`src/logic/mute_switch_map.svh`:
```
// timing counts and reset values for the mute delay and switch control block
`ifndef MUTE_SWITCH_MAP_SVH
`define MUTE_SWITCH_MAP_SVH

`define CLK_PERIOD_PS      4000
`define DEGLITCH_TIME_NS   16000
`define DEGLITCH_CYCLES    ((`DEGLITCH_TIME_NS * 1000 + `CLK_PERIOD_PS - 1) / `CLK_PERIOD_PS)
`define PFM_ENTRY_CYCLES   2048
`define MUTE_TRANSITIONS   10
`define HOT_CLEAR_COUNTS   15

`define DEGLITCH_W         12
`define PFM_W              12
`define MUTE_W             4
`define HOT_W              4

`define RST_BIT            1'b0
`define ONE_BIT            1'b1

`endif

```
`src/logic/mute_switch_pkg.sv`:
```
// types shared by the mute delay and switch control block
`default_nettype none

package mute_switch_pkg;

    // detector inputs as seen by the digital core
    typedef struct packed {
        logic battery_cmp;
        logic ignition_cmp;
        logic cap_at_high;
        logic cap_at_low;
    } detect_in_s;

    // protection and control inputs
    typedef struct packed {
        logic switch_enable_input;
        logic enable_sync;
        logic switch_supply_ov;
        logic thermal_trip_low;
        logic thermal_trip_high;
    } ctrl_in_s;

    typedef enum logic { CAP_SEEK_HIGH, CAP_SEEK_LOW } cap_phase_e;

    typedef struct packed {
        logic [1:0]  switch_on;
        logic        regulators_off;
        logic        pfm_mode;
        logic        battery_out;
        logic        ignition_out;
        logic        mute_oe_n;
        logic        mute_active;
        logic [11:0] deglitch_cnt;
        logic [11:0] pfm_cnt;
        logic [3:0]  mute_cnt;
        logic [3:0]  hot_clear_cnt;
        cap_phase_e  cap_phase;
        logic        trip_low_latch;
        logic        trip_high_latch;
    } state_s;

endpackage : mute_switch_pkg

`default_nettype wire

```
`src/logic/mute_delay_and_switch_control.sv`:
```
// mute delay timer, always-on regulator mode entry and high-side switch control
`timescale 1ns/1ps
`default_nettype none
`include "mute_switch_map.svh"

// Operation
// both switches follow the one enable together
// supply overvoltage forces both switches off
// PFM after enable and ignition low 2048
// ignition high returns to PWM at once; code holds PFM while the high trip latch is set
// mute is open-drain, active low output
// battery change mutes for ten capacitor swings
// battery change mid-interval restarts count at zero
// battery result deglitched, short pulses ignored
// thermal trips never touch the mute timer
// battery and ignition decisions on own pins
// low trip latches switches, cleared by enable low
// high trip latches off, cleared 15 counts low
// mute released on the terminal-count cycle
module mute_delay_and_switch_control #(
    parameter int unsigned DEGLITCH_CYCLES  = `DEGLITCH_CYCLES,
    parameter int unsigned PFM_ENTRY_CYCLES = `PFM_ENTRY_CYCLES,
    parameter int unsigned MUTE_TRANSITIONS = `MUTE_TRANSITIONS,
    parameter int unsigned HOT_CLEAR_COUNTS = `HOT_CLEAR_COUNTS
) (
    // clock and reset
    input  wire logic                     clk_sys,
    input  wire logic                     arst_n,
    // detector and timing capacitor comparators
    input  wire mute_switch_pkg::detect_in_s detect_in,
    // enables and protection detectors
    input  wire mute_switch_pkg::ctrl_in_s   ctrl_in,
    // high-side switch drive
    output logic                          high_side_switch_a,
    output logic                          high_side_switch_b,
    // regulator control
    output logic                          always_on_regulator_pfm,
    output logic                          regulators_off,
    // comparator output pins
    output logic                          battery_compare_output,
    output logic                          ignition_compare_output,
    // open-drain mute pin
    output logic                          mute_out,
    output logic                          mute_oe_n,
    output logic                          mute_active
);

    // counters are 12 and 4 bits wide; refuse what does not fit
    generate
        if (DEGLITCH_CYCLES < 1 || DEGLITCH_CYCLES >= (1 << `DEGLITCH_W))
        begin : g_bad_deglitch
            $error("deglitch count out of range");
        end
        if (PFM_ENTRY_CYCLES < 1 || PFM_ENTRY_CYCLES >= (1 << `PFM_W))
        begin : g_bad_pfm
            $error("pfm entry count out of range");
        end
        if (MUTE_TRANSITIONS < 1 || MUTE_TRANSITIONS >= (1 << `MUTE_W))
        begin : g_bad_mute
            $error("mute transition count out of range");
        end
        if (HOT_CLEAR_COUNTS < 1 || HOT_CLEAR_COUNTS >= (1 << `HOT_W))
        begin : g_bad_hot
            $error("hot clear count out of range");
        end
    endgenerate

    localparam logic [`DEGLITCH_W-1:0] DEGLITCH_LAST = `DEGLITCH_W'(DEGLITCH_CYCLES - 1);
    localparam logic [`PFM_W-1:0]      PFM_LAST      = `PFM_W'(PFM_ENTRY_CYCLES - 1);
    localparam logic [`MUTE_W-1:0]     MUTE_LAST     = `MUTE_W'(MUTE_TRANSITIONS - 1);
    localparam logic [`HOT_W-1:0]      HOT_LAST      = `HOT_W'(HOT_CLEAR_COUNTS - 1);

    mute_switch_pkg::state_s state_reg;
    mute_switch_pkg::state_s state_next;

    logic battery_change;
    logic cap_transition;
    logic switch_allowed;

    // saturating increment used by the pfm and hot-clear run-length counters
    function automatic logic [11:0] sat_inc(input logic [11:0] v, input logic [11:0] last);
        sat_inc = (v >= last) ? last : v + 12'h001;
    endfunction

    always_comb
    begin
        state_next     = state_reg;
        battery_change = `RST_BIT;
        cap_transition = `RST_BIT;

        // battery deglitch: accept a new level only after it held the full window
        if (detect_in.battery_cmp == state_reg.battery_out)
        begin
            state_next.deglitch_cnt = '0;
        end
        else if (state_reg.deglitch_cnt == DEGLITCH_LAST)
        begin
            state_next.deglitch_cnt = '0;
            state_next.battery_out  = detect_in.battery_cmp; // see R8
            battery_change          = `ONE_BIT;
        end
        else
        begin
            state_next.deglitch_cnt = state_reg.deglitch_cnt + 12'h001;
        end

        // ignition decision passes straight to its own pin
        state_next.ignition_out = detect_in.ignition_cmp;

        // a swing completes when the cap reaches the threshold it was heading for
        case (state_reg.cap_phase)
            mute_switch_pkg::CAP_SEEK_HIGH:
            begin
                if (detect_in.cap_at_high)
                begin
                    state_next.cap_phase = mute_switch_pkg::CAP_SEEK_LOW;
                    cap_transition       = `ONE_BIT;
                end
            end
            mute_switch_pkg::CAP_SEEK_LOW:
            begin
                if (detect_in.cap_at_low)
                begin
                    state_next.cap_phase = mute_switch_pkg::CAP_SEEK_HIGH;
                    cap_transition       = `ONE_BIT;
                end
            end
            default:
            begin
                state_next.cap_phase = mute_switch_pkg::CAP_SEEK_HIGH;
            end
        endcase

        // mute timer; thermal inputs are deliberately absent here
        if (battery_change)
        begin
            // a change wins over a terminal count in the same cycle
            state_next.mute_active = `ONE_BIT; // see R6 see R7
            state_next.mute_cnt    = '0;
        end
        else if (state_reg.mute_active && cap_transition)
        begin
            if (state_reg.mute_cnt == MUTE_LAST)
            begin
                state_next.mute_active = `RST_BIT;
                state_next.mute_cnt    = '0;
            end
            else
            begin
                state_next.mute_cnt = state_reg.mute_cnt + 4'h1;
            end
        end
        state_next.mute_oe_n = ~state_next.mute_active;

        // low thermal latch: trip wins over the clear
        if (ctrl_in.thermal_trip_low)
        begin
            state_next.trip_low_latch = `ONE_BIT;
        end
        else if (!ctrl_in.switch_enable_input)
        begin
            state_next.trip_low_latch = `RST_BIT;
        end

        // high thermal latch clears after enable/sync held low long enough
        if (ctrl_in.enable_sync || ctrl_in.thermal_trip_high)
        begin
            state_next.hot_clear_cnt = '0;
        end
        else
        begin
            state_next.hot_clear_cnt = `HOT_W'(sat_inc({8'h00, state_reg.hot_clear_cnt},
                                                       {8'h00, HOT_LAST}));
        end
        if (ctrl_in.thermal_trip_high)
        begin
            state_next.trip_high_latch = `ONE_BIT;
        end
        else if (!ctrl_in.enable_sync && state_reg.hot_clear_cnt == HOT_LAST)
        begin
            state_next.trip_high_latch = `RST_BIT;
        end
        state_next.regulators_off = state_next.trip_high_latch;

        // always-on regulator mode
        if (detect_in.ignition_cmp || ctrl_in.enable_sync)
        begin
            state_next.pfm_cnt  = '0;
            state_next.pfm_mode = state_next.trip_high_latch;
        end
        else
        begin
            state_next.pfm_cnt = sat_inc(state_reg.pfm_cnt, PFM_LAST);
            // a latch-forced low power mode ends with the latch unless the low run is complete
            state_next.pfm_mode = (state_reg.pfm_cnt == PFM_LAST)
                                | state_next.trip_high_latch;
        end

        // both switches share one on/off decision
        switch_allowed = ctrl_in.switch_enable_input
                       & ~ctrl_in.switch_supply_ov
                       & ~state_next.trip_low_latch
                       & ~state_next.trip_high_latch;
        for (int i = 0; i < 2; i++)
        begin
            state_next.switch_on[i] = switch_allowed;
        end
    end

    always_ff @(posedge clk_sys or negedge arst_n)
    begin
        if (!arst_n)
        begin
            state_reg           <= '0;
            state_reg.mute_oe_n <= `ONE_BIT;
            state_reg.cap_phase <= mute_switch_pkg::CAP_SEEK_HIGH;
        end
        else
        begin
            state_reg <= state_next;
        end
    end

    assign high_side_switch_a      = state_reg.switch_on[0];
    assign high_side_switch_b      = state_reg.switch_on[1];
    assign always_on_regulator_pfm = state_reg.pfm_mode;
    assign regulators_off          = state_reg.regulators_off;
    assign battery_compare_output  = state_reg.battery_out;
    assign ignition_compare_output = state_reg.ignition_out;
    // open drain only ever pulls low
    assign mute_out                = `RST_BIT;
    assign mute_oe_n               = state_reg.mute_oe_n;
    assign mute_active             = state_reg.mute_active;

endmodule // mute_delay_and_switch_control

`default_nettype wire

```
`config.mk`:
```
export PLATFORM = sky130hd
export DESIGN_NAME = mute_delay_and_switch_control
export DESIGN_NICKNAME = d
export VERILOG_FILES = /design/src/logic/mute_switch_pkg.sv /design/src/logic/mute_delay_and_switch_control.sv
export VERILOG_INCLUDE_DIRS = /design/src /design/src/logic
export SDC_FILE = /design/constraint.sdc
export NUM_CORES = 1
export LEC_CHECK = 0
export BUFFER_PORTS_ARGS = -buffer_cell sky130_fd_sc_hd__buf_2
export CELL_PAD_IN_SITES_DETAIL_PLACEMENT = 0
export CELL_PAD_IN_SITES_GLOBAL_PLACEMENT = 1
export CORE_MARGIN = 2
export CORE_UTILIZATION = 45
export CTS_BUF_LIST = sky130_fd_sc_hd__clkbuf_4 sky130_fd_sc_hd__clkbuf_8 sky130_fd_sc_hd__clkbuf_16
export DETAILED_ROUTE_END_ITERATION = 12
export GPL_ROUTABILITY_DRIVEN = 0
export GPL_TIMING_DRIVEN = 0
export PLACE_DENSITY = 0.87
export SLEW_MARGIN = 25
export SYNTH_ARGS = -nofsm -noshare
export SYNTH_HDL_FRONTEND = slang
export SYNTH_SLANG_ARGS = --single-unit
export TNS_END_PERCENT = 20
```
`constraint.sdc`:
```
create_clock -name clk_sys -period 4.8 [get_ports clk_sys]
set_clock_uncertainty 0.05 [all_clocks]
set_input_delay 0.48 -clock clk_sys [delete_from_list [all_inputs] [get_ports clk_sys]]
set_output_delay 0.48 -clock clk_sys [all_outputs]
set_load 0.005 [all_outputs]
```
**Yosys cells after proc, flatten, opt, wreduce, memory -nomap -nowiden**

Cells that the tools add are included.

- Logic and storage cells: 65
- Bits in registers: 41
- Output and inout bits: 9
- Bits of input ports: 11

- Bitwise gates (word level): 10
- Add/subtract/negate cells: 4
- Equality and inequality tests: 5
- Reductions and logical operators: 7
- Multiplexer cells: 24
- Magnitude comparators: 2

Operator list:

| cell | count |
|---|---|
| two-way mux 12 bit | 4 |
| adder 12 x 1 -> 12 bit (second input constant) | 2 |
| two-way mux 4 bit | 5 |
| two-way mux 1 bit | 13 |
| == test 12 x 11 -> 1 bit (second input constant) | 1 |
| == test 12 bit (second input constant) | 1 |
| greater-or-equal comparator 12 x 11 -> 1 bit (second input constant) | 1 |
| adder 4 x 1 -> 4 bit (second input constant) | 2 |
| == test 4 bit (second input constant) | 2 |
| inverter 1 bit | 6 |
| greater-or-equal comparator 4 bit (second input constant) | 1 |
| one-hot mux 1 bit (2 select lines) | 2 |
| AND 1 bit | 3 |
| logical AND 1 bit | 2 |
| logical OR 1 bit | 2 |
| AND reduction 2 bit | 1 |
| nonzero test 2 bit | 1 |
| == test 1 bit | 1 |
| logical NOT 1 bit | 1 |
| bitwise OR 1 bit | 1 |

**Depth between registers and ports, before layout**

Gate-level depths: netlist (run 1).

- Depth after elaboration: 6
- Depth in mapped cells: 5
- Gate-level depth less buffers: 5

**Worst setup path before layout (run 1)**

No wires, ideal clock.

- Path kind: register to register
- Start point: reg state_reg[23] (netlist bit)
- End point: reg state_reg[33] (netlist bit)
- Slack: 3,157 ps
- Stages on the path, launching flop included: 6
- Data arrival time: 1,520 ps
- Data required time: 4,676 ps
- Cell sequence: dfrtp_1 ha_1 nand4_2 buf_4 or4_4 a21oi_2

RTL lines:

| element | RTL line | RTL |
|---|---|---|
| from (decl) | mute_delay_and_switch_control.sv:73 | `mute_switch_pkg::state_s state_reg;` |
| from (signal assigned) | mute_delay_and_switch_control.sv:220 | `state_reg <= state_next;` |

==> results of run 1 <==
==> cell families (layout without fill, tap and decap cells) <==
logic type,count (synthesis),count (layout),synth area share (%)
xor gates and xnor gates,8,8,3.42
AOI/OAI and AO/OA,54,54,17.6
muxes,3,3,1.59
buffers and inverters,17,43,3.73
other,1,1,0.183
DFF,41,41,50.2
and+or+nand+nor,65,65,19.7
adders and majority gates,6,6,3.67
==> routing by layer <==
layer | global-route usage, % | vias up
met2 | 25.3 | 39
met4 | 7.76 | 0
met5 | 0 | -
met3 | 4.50 | 8
li1 | - | 775
met1 | 22.8 | 764
==> placed cells by master (no fill, tap or decap), types with 3 or more instances in the layout <==
cell       n
o21ai_0    9
a211oi_1   3
nand4b_1   3
dfrtp_1   40
buf_4      3
nand4_1    3
a31oi_1    6
xnor2_1    5
xor2_1     3
nor2_1    10
a21oi_1   16
nand2_1    7
ha_1       6
buf_2     19
or4_1      4
clkbuf_8   5
nor3_1     3
or3_1      8
inv_1     12
o31ai_1    5
nand3_1   10
==> cell type report <==
class                      instances  area share, %
buffer                             5           1.37
clock buffer                       6           3.33
sequential                        41           44.9
clock inverter                     2          0.437
timing repair buffer              18           3.93
tap                               52           2.84
multi-input combinational        137           41.3
inverter                          12           1.97
==> worst register-to-register path, stage by stage (launching register included) <==
cell and delay (ps):
dfrtp_1 400, ha_1 250, nand4_2 150, buf_4 210, or4_4 520, a21oi_2 140
==> worst max path at each step <==
stage | start | endpoint | slack (ps) | cells after the start
floorplan | state_reg[23] | state_reg[33] | 3160 | 5
global placement | state_reg[23] | state_reg[33] | 3070 | 5
detailed placement | state_reg[23] | state_reg[33] | 3050 | 5
CTS | state_reg[23] | state_reg[33] | 3020 | 5
global route | state_reg[30] | mute_active | 2910 | 3
finish | state_reg[23] | state_reg[33] | 3020 | 5
==> where the power goes <==
part           internal [mW]  leakage [nW]  total, mW  switching [mW]
logic                 0.0547         0.395      0.113          0.0582
registers              0.378         0.537      0.412          0.0344
clock network          0.106        0.0484      0.222           0.116
==> cells in the mapped netlist (2+ instances only) <==
cell / number / share of area (%)
a31oi_1: 6 / 1.8
ha_1: 6 / 3.7
nand3_1: 10 / 2.4
a211oi_1: 3 / 1.1
xnor2_1: 5 / 2.1
buf_4: 3 / 1.1
nand4_1: 3 / 0.92
nor3_1: 3 / 0.73
a21o_1: 2 / 0.73
nand4_2: 2 / 1.2
nor4b_1: 2 / 0.86
o31a_1: 2 / 0.86
o211ai_1: 2 / 0.73
o21ai_0: 9 / 2.2
o31ai_1: 5 / 1.8
xor2_1: 3 / 1.3
a21oi_1: 16 / 3.9
dfrtp_1: 40 / 49
nor2_1: 10 / 1.8
or3_1: 8 / 2.4
inv_1: 12 / 2.2
or4_1: 4 / 1.5
or2_1: 2 / 0.61
nand4b_1: 3 / 1.3
nand2_1: 7 / 1.3
==> metrics.yaml, run 1 <==
io_buffer_count: 18
postCtsHoldBufs: 0
overflow: 0
finalSetupViolCount: 0
wire_per_inst_um: 13.7
synthArstFlopShare_pct: 100
wl_met2_mm: 1.72
fmax_ghz: 0.563
grt_max_degree: 42
fin_util_pct: 52.2
track_usage_pct: 16.8
fill_cells: 406
finalPower_uw: 747
outcome: "finished, final reports clean"
die-area_um2: 5110
dp_hpwl_mm: 2.52
start_kind: "flop"
crit_path_end_kind: "flop"
final_nets: 237
post_cts_buffers: 0
num_antenna_cells: 0
finalHoldViolCount: 0
min_path_type: "input pin to async pin"
area_delta_synth_final_pct: 11.8
worstReg2RegEnd: "state_reg[33]"
ys_warn_count: 0
synth_area_um2: 2050
finalSetupTns_ps: 0
dr.pass1.iters: 4
clkTransAtPathRegs_ps: 80
synth_edf_count: 0
core_um2: 4380
crit_family: "simple AND/OR/NAND/NOR gates"
die_y_um: 71.5
drive_gt1_share_pct: 18.1
synth_nets: 212
routed_via_density: 5.81
ff_latch_area_um2: 1030
drt_iter0_markers: 71
post_dp_cell_area_um2: 2200
critical_path.max_fanout: 10
irDropWorstVdd_mv: 0.116
crit_path_top_delay_cell: "or4_4"
ys_seq_elements: 41
multi_input_area_um2: 945
rows: 24
cts-resized-gates: 0
grt_pass1_vias: 1513
drv_cap: 0
num_vias: 1586
grt_pass1_wl_mm: 6.83
avgSynthCellArea_um2: 10.5
cts_sinks: 41
power_density_nw_per_um2: 326
start_util_pct: 46.7
clk_path_buf_depth: 2
slew_violations: 0
relSlewSlack_pct: 40.7
crit_type: "flop to flop"
cts_root_buffer: "clkbuf_8"
required_ps: 4970
timing.rr.start: "state_reg[23]"
routed-wl-met3_um: 188
crit_buf_inv: 1
reg2reg_depth: 5
worst_slew_pin_slew_ps: 889
worstSkewPairLatency_ps: 290
cts_buffers: 5
synth_cells: 195
ys.flop_type: "dfrtp_1"
htreeDepth: 2
seq_area_frac_synth_pct: 50.2
antenna_found_initial: 0
r2r_slack_ps: 3020
fin_crit_ps: 1780
wl_met1_mm: 1.78
final_area_um2: 2290
rsz0062_at_grt: "false"
topRoutingLayerUsed: "met4"
power.leakage_nw: 0.980
largest_reg_flops: 35
crit_chain: "ha_1, nand4_2, buf_4, or4_4, a21oi_2"
critPathMaxStageDelay_ps: 510
layout_setup_ws_ps: 3020
arrival_ps: 1950
ios: 20
routed_wl_mm: 3.75
placed_cells: 265
instances_no_fill: 273
antenna_left: 0
cts_tree: "built"
fin_crit_sh_pct: 37.0
yosys.cell_types.count: 52
post-place-ws_ps: 3050
hold_ws_ps: 249
die_x_um: 71.5
drc: 0
No activity file was read; power rests on OpenSTA's default activity.
==> run 2: changes to the inputs <==
--- a/config.mk
+++ b/config.mk
@@ -10,12 +10,12 @@
 export CELL_PAD_IN_SITES_DETAIL_PLACEMENT = 0
 export CELL_PAD_IN_SITES_GLOBAL_PLACEMENT = 1
 export CORE_MARGIN = 2
-export CORE_UTILIZATION = 45
+export CORE_UTILIZATION = 41
 export CTS_BUF_LIST = sky130_fd_sc_hd__clkbuf_4 sky130_fd_sc_hd__clkbuf_8 sky130_fd_sc_hd__clkbuf_16
 export DETAILED_ROUTE_END_ITERATION = 12
 export GPL_ROUTABILITY_DRIVEN = 0
 export GPL_TIMING_DRIVEN = 0
-export PLACE_DENSITY = 0.87
+export PLACE_DENSITY = 0.84
 export SLEW_MARGIN = 25
 export SYNTH_ARGS = -nofsm -noshare
 export SYNTH_HDL_FRONTEND = slang
==> constraint.sdc (replaced) <==
create_clock -name clk_sys -period 1.6 [get_ports clk_sys]
set_clock_uncertainty 0.05 [all_clocks]
set_input_delay 0.16 -clock clk_sys [delete_from_list [all_inputs] [get_ports clk_sys]]
set_output_delay 0.16 -clock clk_sys [all_outputs]
set_load 0.005 [all_outputs]
==> run 2 against run 1 <==
  * Wire length grew 2.7%
  * Worst setup slack got worse by 3000 ps
  * Hold slack lost 220 ps
  * Sequential power grew to 3.0 times the previous value
  * Clock power rose to 3.3 times the previous value
  * Critical endpoint unchanged
==> metrics.yaml, run 2 (synthesis results as in run 1) <==
power.leakage_nw: 1.06
num_vias: 1592
routed_wl_mm: 3.85
dr.pass1.iters: 4
drive_gt1_share_pct: 24.0
clk_path_buf_depth: 2
core_um2: 4790
num_antenna_cells: 0
rsz0062_at_grt: "true"
final_area_um2: 2490
arrival_ps: 1770
fmax_ghz: 0.627
outcome: "finished, final reports clean"
combPwrFrac_pct: 15.5
relSlewSlack_pct: 39.9
crit_path_end_kind: "flop"
clockPowerShare_pct: 31.2
overflow: 0
die-area_um2: 5580
worstSkewPairLatency_ps: 290
grt_pass1_wl_mm: 6.24
slew_violations: 0
mostFrequentLayoutCell: "dfrtp_1"
reg2reg_depth: 5
cts_buffers: 5
wire_per_inst_um: 13.0
fill_cells: 447
p_sw_uw: 626
drv_cap: 0
p_int_mw: 1.70
worst_slew_pin_slew_ps: 902
antenna_left: 0
required_ps: 1770
irDropWorstVdd_mv: 0.445
routed_via_density: 5.38
cts_root_buffer: "clkbuf_8"
grt_pass1_vias: 1396
dp_hpwl_mm: 2.61
largest_reg_flops: 35
track_usage_pct: 14.6
layout_common_cells: "39 x dfrtp_1, 20 x buf_2, 14 x a21oi_1"
drc: 0
io_buffer_count: 18
worstReg2RegEnd: "state_reg[33]"
die_y_um: 74.7
crit_type: "flop to flop"
htreeDepth: 2
post-place-ws_ps: -94.5
timing.rr.start: "state_reg[23]"
grt_max_degree: 42
hp-start: "ctrl_in[1]"
finalSetupViolCount: 0
final_nets: 245
start_kind: "flop"
cts_sinks: 41
critical_path.max_fanout: 5
seqPwrFrac_pct: 53.3
post_dp_cell_area_um2: 2250
holdPathStages: 2
clkTransAtPathRegs_ps: 80
die_x_um: 74.7
area_delta_synth_final_pct: 21.6
drt_iter0_markers: 63
finalHoldViolCount: 0
min_path_type: "input pin to flop"
fin_crit_sh_pct: 99.7
holdPathEnd: "state_reg[1]"
cts_tree: "built"
power_density_nw_per_um2: 935
start_util_pct: 42.8
layout_setup_ws_ps: 4.92
antenna_found_initial: 0
swShare_pct: 26.9
ios: 20
r2r_slack_ps: 5
fin_crit_ps: 1600
rows: 25
run 2: cell count changes in the layout (fill, tap and decap cells not counted), sizes merged:
cell / change
buf: +5
dlygate4sd3: +3
clkinv: -1
clkbuf: +1
run 2: repair_timing:
action / 4_1_cts / 5_1_grt
endpoints found under the setup margin: 15 / 26
gates cloned: 0 / 1
pin swaps: 1 / 7
hold endpoints to repair: 42 / 0
gates resized for setup: 1 / 12
setup buffers: 0 / 4
hold buffers: 3 / 0
run 2: routing by layer:
layer / track usage [%] / routed length, µm / up-vias
met1: 19.6 / 1910 / 767
met5: 0 / 0 / -
met4: 4.76 / 34 / 0
met2: 22.5 / 1780 / 32
li1: - / - / 789
met3: 4.55 / 135 / 4
run 2: layout make-up:
| type | instances | area (µm²) | share of cell area (%) |
|---|---|---|---|
| clock inverter | 1 | 5.00 | 0.201 |
| inverter | 12 | 45.0 | 1.81 |
| tap | 67 | 83.8 | 3.37 |
| clock buffer | 7 | 96.3 | 3.87 |
| buffer | 5 | 35.0 | 1.41 |
| sequential | 41 | 1030 | 41.3 |
| multi-input combinational | 137 | 1030 | 41.3 |
| timing repair buffer | 26 | 168 | 6.73 |
run 2: stage by stage:
stage,hold WS [ps],TNS (ps),util (%),total power [mW],std cells
after global placement,251,-475,47.0,1.60,280
after floorplan,-186,0,-,1.48,195
after global routing,18.8,-301,52.0,2.48,296
final,27.2,0,52.0,2.33,296
after detailed placement,257,-606,47.0,1.61,280
after CTS,20.0,-444,49.9,2.35,291
run 2: critical path: stages (launching register included):
cell and delay (ps):
dfrtp_2 420, ha_4 170, nand4_4 120, buf_6 170
or4_4 470, a21oi_2 130
run 2: worst max-delay path by stage:
stage | startpoint | endpoint | slack [ps] | cells after the start
after floorplan | state_reg[23] | state_reg[33] | 20 | 5
after global placement | state_reg[28] | mute_active | -60 | 3
after detailed placement | state_reg[28] | state_reg[7] | -90 | 3
after CTS | state_reg[23] | state_reg[33] | -90 | 5
after global routing | state_reg[23] | state_reg[33] | -50 | 5
final | state_reg[23] | state_reg[33] | 5 | 5
run 2: power groups by stage:
stage / sequential (mW) / combinational (mW) / clock (mW)
after floorplan: 1.24 / 0.240 / 0
after global placement: 1.26 / 0.345 / 0
after detailed placement: 1.26 / 0.347 / 0
after CTS: 1.24 / 0.356 / 0.757
after global routing: 1.26 / 0.413 / 0.810
final: 1.24 / 0.361 / 0.725
